[src/verilog/acsc_pkg.sv]
/*
 Constants and carrier types for the amplifier clock, status and control
 register group. Assumes a single 100 MHz clock domain.
*/
`default_nettype none
package acsc_pkg;
   // Register offsets
   localparam logic [7:0] ACSC_OFF_CLK_STATUS = 8'h00;
   localparam logic [7:0] ACSC_OFF_FW_ID = 8'h01;
   localparam logic [7:0] ACSC_OFF_ERR_FLAGS = 8'h02;
   localparam logic [7:0] ACSC_OFF_SYS_CTRL1 = 8'h03;
   localparam logic [7:0] ACSC_OFF_FORMAT = 8'h04;
   // Reset values
   localparam logic [7:0] ACSC_RST_SYS_CTRL1 = 8'h80;
   localparam logic [3:0] ACSC_RST_FORMAT = 4'h5;
   localparam logic [7:0] ACSC_RST_ERR_FLAGS = 8'h00;
   // Identification code, arbitrary value
   localparam logic [7:0] ACSC_FW_ID_DEFAULT = 8'h5a;
   // Field positions
   localparam int ACSC_SYS_DCBLOCK_BIT = 7;
   localparam int ACSC_SYS_HARD_UNMUTE_BIT = 5;
   localparam logic [7:0] ACSC_SYS_WR_MASK = 8'ha3;
   localparam int ACSC_ERR_MCLK_BIT = 7;
   localparam int ACSC_ERR_PLL_BIT = 6;
   localparam int ACSC_ERR_SCLK_BIT = 5;
   localparam int ACSC_ERR_LRCLK_BIT = 4;
   localparam int ACSC_ERR_SLIP_BIT = 3;
   localparam int ACSC_ERR_CLIP_BIT = 2;
   localparam int ACSC_ERR_POWER_BIT = 1;
   // Highest legal format code
   localparam logic [3:0] ACSC_FMT_MAX = 4'h8;
   // Sample rate codes
   localparam logic [2:0] ACSC_SR_32K = 3'h0;
   localparam logic [2:0] ACSC_SR_48K = 3'h3;
   localparam logic [2:0] ACSC_SR_16K = 3'h4;
   localparam logic [2:0] ACSC_SR_24K = 3'h5;
   localparam logic [2:0] ACSC_SR_8K = 3'h6;
   localparam logic [2:0] ACSC_SR_12K = 3'h7;
   // Master clock ratio codes
   localparam logic [2:0] ACSC_MR_64 = 3'h0;
   localparam logic [2:0] ACSC_MR_128 = 3'h1;
   localparam logic [2:0] ACSC_MR_192 = 3'h2;
   localparam logic [2:0] ACSC_MR_256 = 3'h3;
   localparam logic [2:0] ACSC_MR_384 = 3'h4;
   localparam logic [2:0] ACSC_MR_512 = 3'h5;
   // Ref clock cycles per frame window limits, 100 MHz / rate
   localparam int ACSC_CLK_HZ = 100000000;
   localparam int ACSC_FRAME_CNT_W = 16;

   // Register port request
   typedef struct packed {
      logic [7:0] addr;
      logic [7:0] wdata;
      logic wr;
      logic rd;
   } acsc_req_type;

   // Control outputs toward the datapath
   typedef struct packed {
      logic dc_block_en;
      logic hard_unmute;
      logic [1:0] deemph_sel;
      logic [3:0] format_sel;
   } acsc_ctrl_type;
endpackage : acsc_pkg
`default_nettype wire

[src/verilog/acsc_regs.sv]
/*
 Clock detect, identification, sticky error, system control and format
 registers. Assumes mclk, sclk and lrclk arrive already synchronous to
 ref_clk as single-cycle rising-edge pulses, and power-stage, clip and
 PLL fault levels come from the surrounding chip.
*/
// Added by the designer: the strobed register port.
// What this block does
// - Clock configuration is detected automatically and shown read-only at offset 0x00.
// - Top three status bits give detected sample rate; codes 001, 010 reserved.
// - Bits four to two give master clock ratio 64 to 512; 110, 111 reserved.
// - Read-only eight-bit firmware identification code at offset 0x01.
// - Error bits latch and stay set; only a host write of zero clears.
// - Error bits: 7 mclk, 6 pll, 5 sclk, 4 lrclk, 3 slip, 2 clip, 1 power.
// - Master clock error set when mclk count per frame changes.
// - Bit clock error set when sclk count per frame changes.
// - Frame clock error set when lrclk frequency changes.
// - Frame slip set when lrclk phase drifts from internal frame sync.
// - Control bit 7 enables dc-blocking filter; default enabled.
// - Control bit 5 clear selects soft ramp unmute after clock error recovery.
// - Control bit 5 set selects single-step unmute after clock error recovery.
// - Control bits one to zero select de-emphasis: none, 32, 44.1, 48 kHz.
// - Format register offers nine modes; 24-bit I2S after reset.
// - Format upper nibble zero; codes 0-8 select format, 9-15 reserved.
`default_nettype none
module acsc_regs
   import acsc_pkg::*;
#(
   parameter logic [7:0] FW_ID = ACSC_FW_ID_DEFAULT,
   parameter int CNT_W = ACSC_FRAME_CNT_W
) (
   // Clock and reset
   input wire logic ref_clk,
   input wire logic rst_n,
   // Register port
   input wire logic [7:0] reg_addr,
   input wire logic [7:0] reg_wdata,
   input wire logic reg_wr,
   input wire logic reg_rd,
   output logic [7:0] reg_rdata,
   // Audio clock edge pulses
   input wire logic mclk_rise,
   input wire logic sclk_rise,
   input wire logic lrclk_rise,
   // Fault inputs
   input wire logic pll_unlock,
   input wire logic clip_detect,
   input wire logic power_fault,
   // Control outputs
   output acsc_ctrl_type ctrl,
   output logic [2:0] sample_rate_freq,
   output logic [2:0] mclk_ratio
);

   acsc_req_type req;
   logic [CNT_W-1:0] mclk_cnt_reg;
   logic [CNT_W-1:0] sclk_cnt_reg;
   logic [CNT_W-1:0] ref_cnt_reg;
   logic [CNT_W-1:0] last_mclk_reg;
   logic [CNT_W-1:0] last_sclk_reg;
   logic [CNT_W-1:0] last_ref_reg;
   logic [CNT_W-1:0] sync_cnt_reg;
   logic primed_reg;
   logic locked_reg;
   logic [7:0] err_reg;
   logic [7:0] err_set;
   logic [7:0] sys_reg;
   logic [3:0] fmt_reg;
   logic [2:0] sr_reg;
   logic [2:0] mr_reg;
   logic [2:0] sr_next;
   logic [2:0] mr_next;
   logic [7:0] rdata_next;

   assign req = '{addr: reg_addr, wdata: reg_wdata, wr: reg_wr, rd: reg_rd};

   // Per-frame counters of mclk, sclk and ref_clk
   always_ff @(posedge ref_clk or negedge rst_n) begin
      if (!rst_n) begin
         mclk_cnt_reg <= '0;
         sclk_cnt_reg <= '0;
         ref_cnt_reg <= '0;
      end else if (lrclk_rise) begin
         mclk_cnt_reg <= CNT_W'(mclk_rise);
         sclk_cnt_reg <= CNT_W'(sclk_rise);
         ref_cnt_reg <= CNT_W'(1);
      end else begin
         if (mclk_rise && mclk_cnt_reg != '1) mclk_cnt_reg <= mclk_cnt_reg + CNT_W'(1);
         if (sclk_rise && sclk_cnt_reg != '1) sclk_cnt_reg <= sclk_cnt_reg + CNT_W'(1);
         if (ref_cnt_reg != '1) ref_cnt_reg <= ref_cnt_reg + CNT_W'(1);
      end
   end

   // Previous frame measurements
   always_ff @(posedge ref_clk or negedge rst_n) begin
      if (!rst_n) begin
         last_mclk_reg <= '0;
         last_sclk_reg <= '0;
         last_ref_reg <= '0;
         primed_reg <= 1'b0;
         locked_reg <= 1'b0;
      end else if (lrclk_rise) begin
         last_mclk_reg <= mclk_cnt_reg;
         last_sclk_reg <= sclk_cnt_reg;
         last_ref_reg <= ref_cnt_reg;
         locked_reg <= primed_reg;
         primed_reg <= 1'b1;
      end
   end

   // Internal frame sync runs on the last measured period, realigned at each frame
   always_ff @(posedge ref_clk or negedge rst_n) begin
      if (!rst_n) begin
         sync_cnt_reg <= '0;
      end else if (lrclk_rise || sync_cnt_reg + CNT_W'(1) >= last_ref_reg) begin
         sync_cnt_reg <= '0;
      end else begin
         sync_cnt_reg <= sync_cnt_reg + CNT_W'(1);
      end
   end

   // Error events
   always_comb begin
      err_set = '0;
      if (lrclk_rise && locked_reg) begin
         err_set[ACSC_ERR_MCLK_BIT] = mclk_cnt_reg != last_mclk_reg;
         err_set[ACSC_ERR_SCLK_BIT] = sclk_cnt_reg != last_sclk_reg;
         err_set[ACSC_ERR_LRCLK_BIT] = ref_cnt_reg != last_ref_reg;
         err_set[ACSC_ERR_SLIP_BIT] = sync_cnt_reg + CNT_W'(1) != last_ref_reg;
      end
      err_set[ACSC_ERR_PLL_BIT] = pll_unlock;
      err_set[ACSC_ERR_CLIP_BIT] = clip_detect;
      err_set[ACSC_ERR_POWER_BIT] = power_fault;
   end

   // Sticky error flags, set wins over host clear
   always_ff @(posedge ref_clk or negedge rst_n) begin
      if (!rst_n) begin
         err_reg <= ACSC_RST_ERR_FLAGS;
      end else if (req.wr && req.addr == ACSC_OFF_ERR_FLAGS) begin
         err_reg <= ((err_reg & req.wdata) | err_set) & 8'hfe;
      end else begin
         err_reg <= (err_reg | err_set) & 8'hfe;
      end
   end

   // Clock ratio detect from mclk count over frame
   always_comb begin
      unique case (last_mclk_reg)
         CNT_W'(64): mr_next = ACSC_MR_64;
         CNT_W'(128): mr_next = ACSC_MR_128;
         CNT_W'(192): mr_next = ACSC_MR_192;
         CNT_W'(256): mr_next = ACSC_MR_256;
         CNT_W'(384): mr_next = ACSC_MR_384;
         CNT_W'(512): mr_next = ACSC_MR_512;
         default: mr_next = mr_reg;
      endcase
   end

   // Sample rate detect from ref_clk cycles per frame, band midpoints
   always_comb begin
      if (last_ref_reg < CNT_W'(ACSC_CLK_HZ / 40000)) sr_next = ACSC_SR_48K;
      else if (last_ref_reg < CNT_W'(ACSC_CLK_HZ / 28000)) sr_next = ACSC_SR_32K;
      else if (last_ref_reg < CNT_W'(ACSC_CLK_HZ / 20000)) sr_next = ACSC_SR_24K;
      else if (last_ref_reg < CNT_W'(ACSC_CLK_HZ / 14000)) sr_next = ACSC_SR_16K;
      else if (last_ref_reg < CNT_W'(ACSC_CLK_HZ / 10000)) sr_next = ACSC_SR_12K;
      else sr_next = ACSC_SR_8K;
   end

   always_ff @(posedge ref_clk or negedge rst_n) begin
      if (!rst_n) begin
         sr_reg <= ACSC_SR_48K;
         mr_reg <= ACSC_MR_256;
      end else if (locked_reg && lrclk_rise) begin
         sr_reg <= sr_next;
         mr_reg <= mr_next;
      end
   end

   // Control registers
   always_ff @(posedge ref_clk or negedge rst_n) begin
      if (!rst_n) begin
         sys_reg <= ACSC_RST_SYS_CTRL1;
      end else if (req.wr && req.addr == ACSC_OFF_SYS_CTRL1) begin
         sys_reg <= req.wdata & ACSC_SYS_WR_MASK;
      end
   end

   always_ff @(posedge ref_clk or negedge rst_n) begin
      if (!rst_n) begin
         fmt_reg <= ACSC_RST_FORMAT;
      end else if (req.wr && req.addr == ACSC_OFF_FORMAT && req.wdata[7:4] == 4'h0
                   && req.wdata[3:0] <= ACSC_FMT_MAX) begin
         fmt_reg <= req.wdata[3:0];
      end
   end

   // Read mux
   always_comb begin
      unique case (req.addr)
         ACSC_OFF_CLK_STATUS: rdata_next = {sr_reg, mr_reg, 2'b00};
         ACSC_OFF_FW_ID: rdata_next = FW_ID;
         ACSC_OFF_ERR_FLAGS: rdata_next = err_reg;
         ACSC_OFF_SYS_CTRL1: rdata_next = sys_reg;
         ACSC_OFF_FORMAT: rdata_next = {4'h0, fmt_reg};
         default: rdata_next = 8'h00;
      endcase
   end

   always_ff @(posedge ref_clk or negedge rst_n) begin
      if (!rst_n) begin
         reg_rdata <= 8'h00;
      end else if (req.rd) begin
         reg_rdata <= rdata_next;
      end else begin
         reg_rdata <= 8'h00;
      end
   end

   // Datapath controls
   assign ctrl.dc_block_en = sys_reg[ACSC_SYS_DCBLOCK_BIT];
   assign ctrl.hard_unmute = sys_reg[ACSC_SYS_HARD_UNMUTE_BIT];
   assign ctrl.deemph_sel = sys_reg[1:0];
   assign ctrl.format_sel = fmt_reg;
   assign sample_rate_freq = sr_reg;
   assign mclk_ratio = mr_reg;

endmodule : acsc_regs
`default_nettype wire
[config.mk]
export PLATFORM = sky130hd
export DESIGN_NAME = acsc_regs
export DESIGN_NICKNAME = d
export VERILOG_FILES = /design/src/verilog/acsc_pkg.sv /design/src/verilog/acsc_regs.sv
export SDC_FILE = /design/constraint.sdc
export NUM_CORES = 1
export LEC_CHECK = 0
export BUFFER_PORTS_ARGS = -buffer_cell sky130_fd_sc_hd__buf_2
export CORE_UTILIZATION = 50
export CTS_CLUSTER_SIZE = 28
export DETAILED_ROUTE_END_ITERATION = 7
export GPL_ROUTABILITY_DRIVEN = 1
export HOLD_SLACK_MARGIN = 0.05
export PLACE_DENSITY = 0.66
export RECOVER_POWER = 50
export SLEW_MARGIN = 20
export SYNTH_ARGS = -nofsm -noshare
export SYNTH_HDL_FRONTEND = slang
export SYNTH_SLANG_ARGS = --single-unit
[constraint.sdc]
create_clock -name ref_clk -period 3.6 [get_ports ref_clk]
set_clock_uncertainty 0.1 [all_clocks]
set_input_delay 0.36 -clock ref_clk [delete_from_list [all_inputs] [get_ports ref_clk]]
set_output_delay 0.36 -clock ref_clk [all_outputs]
set_load 0.01 [all_outputs]
### After elaboration in Yosys (flattened, before gate mapping)

Index checks and enable logic that the tools add are counted.

| storage, ports and cells | value |
|---|---|
| register bits after elaboration | 144 |
| input port bits | 26 |
| output and inout port bits | 22 |
| logic and storage cells | 80 |

| operators by class | value |
|---|---|
| add/sub/neg operators | 4 |
| magnitude comparators | 7 |
| equal/unequal tests | 17 |
| multiplexer cells | 18 |
| bitwise operators | 3 |
| reductions and logical operators | 16 |

Operators with widths:

| cell | number |
|---|---|
| 16-bit two-way mux | 7 |
| 16-bit by 1-bit adder with 16-bit output, second input constant | 4 |
| 16-bit != test | 4 |
| 16-bit != test, second input constant | 3 |
| 8-bit case mux with 5 select lines | 1 |
| 16-bit by 8-bit equality test with 1-bit output, second input constant | 2 |
| 16-bit by 9-bit equality test with 1-bit output, second input constant | 2 |
| 16-bit by 12-bit less-than comparator with 1-bit output, second input constant | 2 |
| 16-bit by 13-bit less-than comparator with 1-bit output, second input constant | 2 |
| 3-bit case mux with 6 select lines | 1 |
| 16-bit by 10-bit equality test with 1-bit output, second input constant | 1 |
| 16-bit by 7-bit equality test with 1-bit output, second input constant | 1 |
| 8-bit by 2-bit equality test with 1-bit output, second input constant | 2 |
| 16-bit >= comparator | 1 |
| 16-bit by 14-bit less-than comparator with 1-bit output, second input constant | 1 |
| 8-bit two-way mux | 2 |
| 8-bit bitwise OR | 2 |
| 3-bit two-way mux | 3 |
| 8-bit AND | 1 |
| 8-bit by 1-bit equality test with 1-bit output, second input constant | 1 |
| 8-bit by 3-bit equality test with 1-bit output, second input constant | 1 |
| 1-bit logical AND | 8 |
| 8-bit zero test | 1 |
| 2-bit nonzero test | 3 |
| 7 further kinds | 9 |

### Logic depth before layout (Yosys ltp)

| depth | value |
|---|---|
| word-level depth | 6 |
| mapped depth | 12 |
| mapped depth without buffers | 11 |

### Least setup slack after synthesis

Ideal clock, no wire load.

| timing | value |
|---|---|
| path type | reg2reg |
| start | reg sync_cnt_reg[5] |
| end | reg sync_cnt_reg[10] |
| library setup time | 132 ps |
| arrival time | 3,097 ps |
| data required time | 3,368 ps |
| setup slack | 271 ps |
| stages on the path, launching flop included | 11 |
| path buffers | 1 |
| period minus slack after synthesis | 3,329 ps |
| cells stage by stage | dfrtp_1 -> nand2_1 -> or3_1 -> or3_1 -> xnor2_1 -> ha_1 -> nand4_1 -> or4_1 -> o211ai_1 -> clkbuf_1 -> nor2b_1 |

| on the way | value |
|---|---|
| longest elaborated chain between the ends | 4 |

Ends and longest elaborated chain:

| what | RTL line | text |
|---|---|---|
| start, declared | acsc_regs.sv:62 | `logic [CNT_W-1:0] sync_cnt_reg;` |
| start signal, assigned | acsc_regs.sv:118 | `sync_cnt_reg <= sync_cnt_reg + CNT_W'(1);` |
| 16-bit by 1-bit adder with 16-bit output (*) | acsc_regs.sv:115, acsc_regs.sv:118 |  |
| 16-bit >= comparator | acsc_regs.sv:115 | `end else if (lrclk_rise \|\| sync_cnt_reg + CNT_W'(1) >= last_ref_reg) begin` |
| 1-bit logical OR | acsc_regs.sv:115 |  |
| 16-bit two-way mux (*) | acsc_regs.sv:115 |  |

Mark *: on every way between the ends. The rest lies on a longest branch, timed or not.
A chain may end at the register's enable or synchronous reset.

### Worst setup path after layout

| timing | value |
|---|---|
| start | reg sync_cnt_reg[0] |
| end | reg sync_cnt_reg[13] |

Same word-level chain as after synthesis.

==> results.json <==
{
  "outcome": "finished, violations left",
  "failed_checks": "capacitance limit, slew limit",
  "clock.fmax_mhz": 304,
  "syn_area_per_cell_um2": 10.0,
  "post_cts_buffers": 0,
  "syn_area_um2": 7660,
  "synth_cell_type_count": 57,
  "cts_resized": 0,
  "initial_core_util": 0.519,
  "fin_nets": 846,
  "yosys-top-cells-area": "dfrtp_1, xnor2_1, mux2_2, nor2_1, ha_1",
  "hold_viol_final": 0,
  "vias": 5729,
  "rrSetupSlack_ns": 0.31,
  "worst-setup-path-type": "reg -> reg",
  "via_per_inst": 5.75,
  "cap_violations": 2,
  "fin_tns_setup_ns": 0,
  "nFillCells": 1250,
  "io_buffers": 47,
  "p_clk_frac": 0.497,
  "p_leak_nw": 3.68,
  "rows": 44,
  "yosysWarnings": 0,
  "worstMarginPinSlew_ns": 2.38,
  "synth_nets": 811,
  "grt_usage": 0.216,
  "hold_path_depth": 2,
  "rsz0062_at_grt": "false",
  "p_seq_frac": 0.420,
  "cp.arrival_ns": 3.49,
  "endpoint_kind": "register",
  "critPathLaunchType": "register",
  "worstPathRequired_ns": 3.81,
  "path_max_fanout": 16,
  "fp.dieW_um": 126,
  "period_minus_slack_ns": 3.29,
  "grt_pass1_vias": 5721,
  "cts_tree": "yes",
  "design_area_um2": 8690,
  "synth_common_cells": "dfrtp_1, nor2_1, xnor2_1, nand2_1, mux2_2",
  "p_per_area_nw_per_um2": 463,
  "relSlewSlack": -0.583,
  "yosysMostFrequentCell": "dfrtp_1",
  "synth_enable_flop_cells": 0,
  "reg2reg_depth": 10,
  "gp_congestion": 0.892,
  "dp.final_hpwl_mm": 11.1,
  "grt_pass1_wl_mm": 27.6,
  "drt_wl_total_mm": 15.9,
  "yosysTopAreaCellShare": 0.444,
  "r2r_end": "sync_cnt_reg[13]",
  "ys_seq_elements": 143,
  "vdd_drop_max_mv": 0.370,
  "root_buffer": "clkbuf_16",
  "h-tree-depth": 4,
  "clk_path_buf_depth": 2,
  "grt_max_degree": 97,
  "reg2reg_from": "sync_cnt_reg[0]",
  "setup_violations": 0,
  "core_area_um2": 14800,
  "internal-power_w": 0.00309,
  "p_sw_frac": 0.231,
  "firstDrtPassIters": 5,
  "die_area_um2": 15800,
  "yosysTopAreaCell": "dfrtp_1",
  "ys.flop_type": "dfrtp_1",
  "numCtsBuffers": 17,
  "finalMaxSlewViolations": 146,
  "finalCritPeriodShare": 0.913,
  "area_growth_pct": 13.5,
  "synth-async-reset-ratio": 1.00,
  "netlist_instances": 765,
  "worst_hold_path_type": "in -> reg",
  "dieHeight_um": 126,
  "multiInputGateArea_um2": 3830,
  "route.detailed.drc": 0,
  "antennaDiodeCount": 0,
  "yosysSeqAreaShare": 0.468,
  "seq_area_um2": 3590,
  "p_comb_frac": 0.083,
  "drt_iter0_markers": 374,
  "place_area_um2": 8010,
  "clk_latency_ns": 0.42,
  "drive_gt1_frac": 0.148,
  "ant_nets": 0,
  "io_pins": 48,
  "hold_end": "reg_rdata[1]",
  "switchingPower_w": 0.000930,
  "cts.sinks": 143,
  "grt-ovfl-total": 0,
  "min_from": "reg_rd",
  "antenna_found_initial": 0,
  "wl_per_cell_um": 15.9,
  "cts.clk_slew.worst_paths_ns": 0.06
}
-- power by group through the flow --
stage                     Sequential, W  Combinational (W)  Clock [W]
after floorplan                 0.00170           0.000212          0
after global placement          0.00171           0.000326          0
after detailed placement        0.00172           0.000335          0
after CTS                       0.00169           0.000341    0.00203
after global routing            0.00170           0.000379    0.00211
final                           0.00169           0.000334    0.00200
-- per-stage QoR --
step / worst slack (ns) / util / std cells / power (W) / hold slack (ns)
4_1_cts: 0.321 / 0.591 / 997 / 0.00406 / 0.0942
3_3_place_gp: 0.468 / 0.543 / 961 / 0.00204 / 0.346
3_5_place_dp: 0.342 / 0.543 / 961 / 0.00206 / 0.350
6_report: 0.313 / 0.589 / 997 / 0.00402 / 0.108
2_1_floorplan: 0.271 / - / 765 / 0.00192 / -0.0356
5_1_grt: 0.122 / 0.589 / 997 / 0.00419 / 0.103
-- routing by layer --
metal,track usage,share of wire
met4,0.0815,0.017
met2,0.360,0.48
met5,0,0
met1,0.281,0.46
met3,0.0404,0.043
-- final cells by class --
cell class                 count  share of cell area
timing repair buffer          56              0.0332
clock buffer                  18              0.0505
inverter                      21             0.00907
tap                          184              0.0265
clock inverter                14              0.0273
multi-input combinational    561               0.441
sequential                   143               0.413
-- placed cells by master, fill, tap and decap left out, types with 4 or more instances in the layout --
| cell type | synthesis | routed |
|---|---|---|
| xnor2_1 | 66 | 66 |
| nand4_1 | 35 | 35 |
| a21oi_1 | 23 | 23 |
| nor2b_1 | 18 | 18 |
| and2_1 | 4 | 4 |
| nor3_1 | 19 | 19 |
| clkbuf_16 | 0 | 17 |
| ha_1 | 20 | 20 |
| nor4_1 | 15 | 15 |
| or3_1 | 8 | 8 |
| dfstp_1 | 0 | 7 |
| nand3b_1 | 5 | 5 |
| nand2_1 | 50 | 50 |
| nand3_1 | 25 | 25 |
| clkbuf_1 | 35 | 17 |
| o2111ai_1 | 4 | 4 |
| nor2_1 | 77 | 77 |
| dfrtp_1 | 136 | 136 |
| nor3b_1 | 4 | 4 |
| buf_2 | 0 | 30 |
| and3_1 | 8 | 8 |
| and4_1 | 10 | 10 |
| bufinv_16 | 0 | 6 |
| xor2_1 | 25 | 25 |
| mux2_4 | 4 | 4 |
| nand2b_1 | 9 | 9 |
| mux2i_1 | 10 | 10 |
| o21ai_0 | 34 | 34 |
| clkinvlp_4 | 0 | 4 |
| dlygate4sd3_1 | 0 | 4 |
| a31oi_1 | 4 | 4 |
| o211ai_1 | 5 | 5 |
| mux2_2 | 42 | 42 |
| inv_1 | 21 | 21 |
-- what timing repair did --
action | in CTS | in global routing
endpoints found under the hold margin | 90 | 0
hold buffers | 4 | 0
setup endpoints to repair | 0 | 0
-- how the worst max path moves through the flow --
stage	depth (start not counted)	slack (ns)	endpoint	start
6_report	10	0.31	sync_cnt_reg[13]	sync_cnt_reg[0]
3_3_place_gp	10	0.47	sync_cnt_reg[14]	sync_cnt_reg[5]
5_1_grt	3	0.12	last_sclk_reg[9]	lrclk_rise
3_5_place_dp	10	0.34	sync_cnt_reg[13]	sync_cnt_reg[0]
4_1_cts	10	0.32	sync_cnt_reg[0]	sync_cnt_reg[0]
2_1_floorplan	10	0.27	sync_cnt_reg[10]	sync_cnt_reg[5]
-- critical path, cell delays in order (launching register included) --
cell and delay [ns]:
dfrtp_1 0.43, nand3_1 0.11, or3_1 0.41, or3_1 0.43, xnor2_1 0.16, ha_1 0.31
nand4_1 0.16, or4_1 0.57, o211ai_1 0.17, buf_4 0.23, nor2b_1 0.07
-- cell families (layout without fill, tap and decap cells) --
| family | Yosys count | after routing | synth area share |
|---|---|---|---|
| simple gates | 301 | 301 | 0.205 |
| flops | 143 | 143 | 0.468 |
| compound gates | 93 | 93 | 0.0753 |
| xor+xnor | 91 | 91 | 0.104 |
| buf+inv | 61 | 109 | 0.0318 |
| mux | 56 | 56 | 0.0826 |
| fa+ha+maj | 20 | 20 | 0.0327 |
Power figures use the tool's default switching activity.
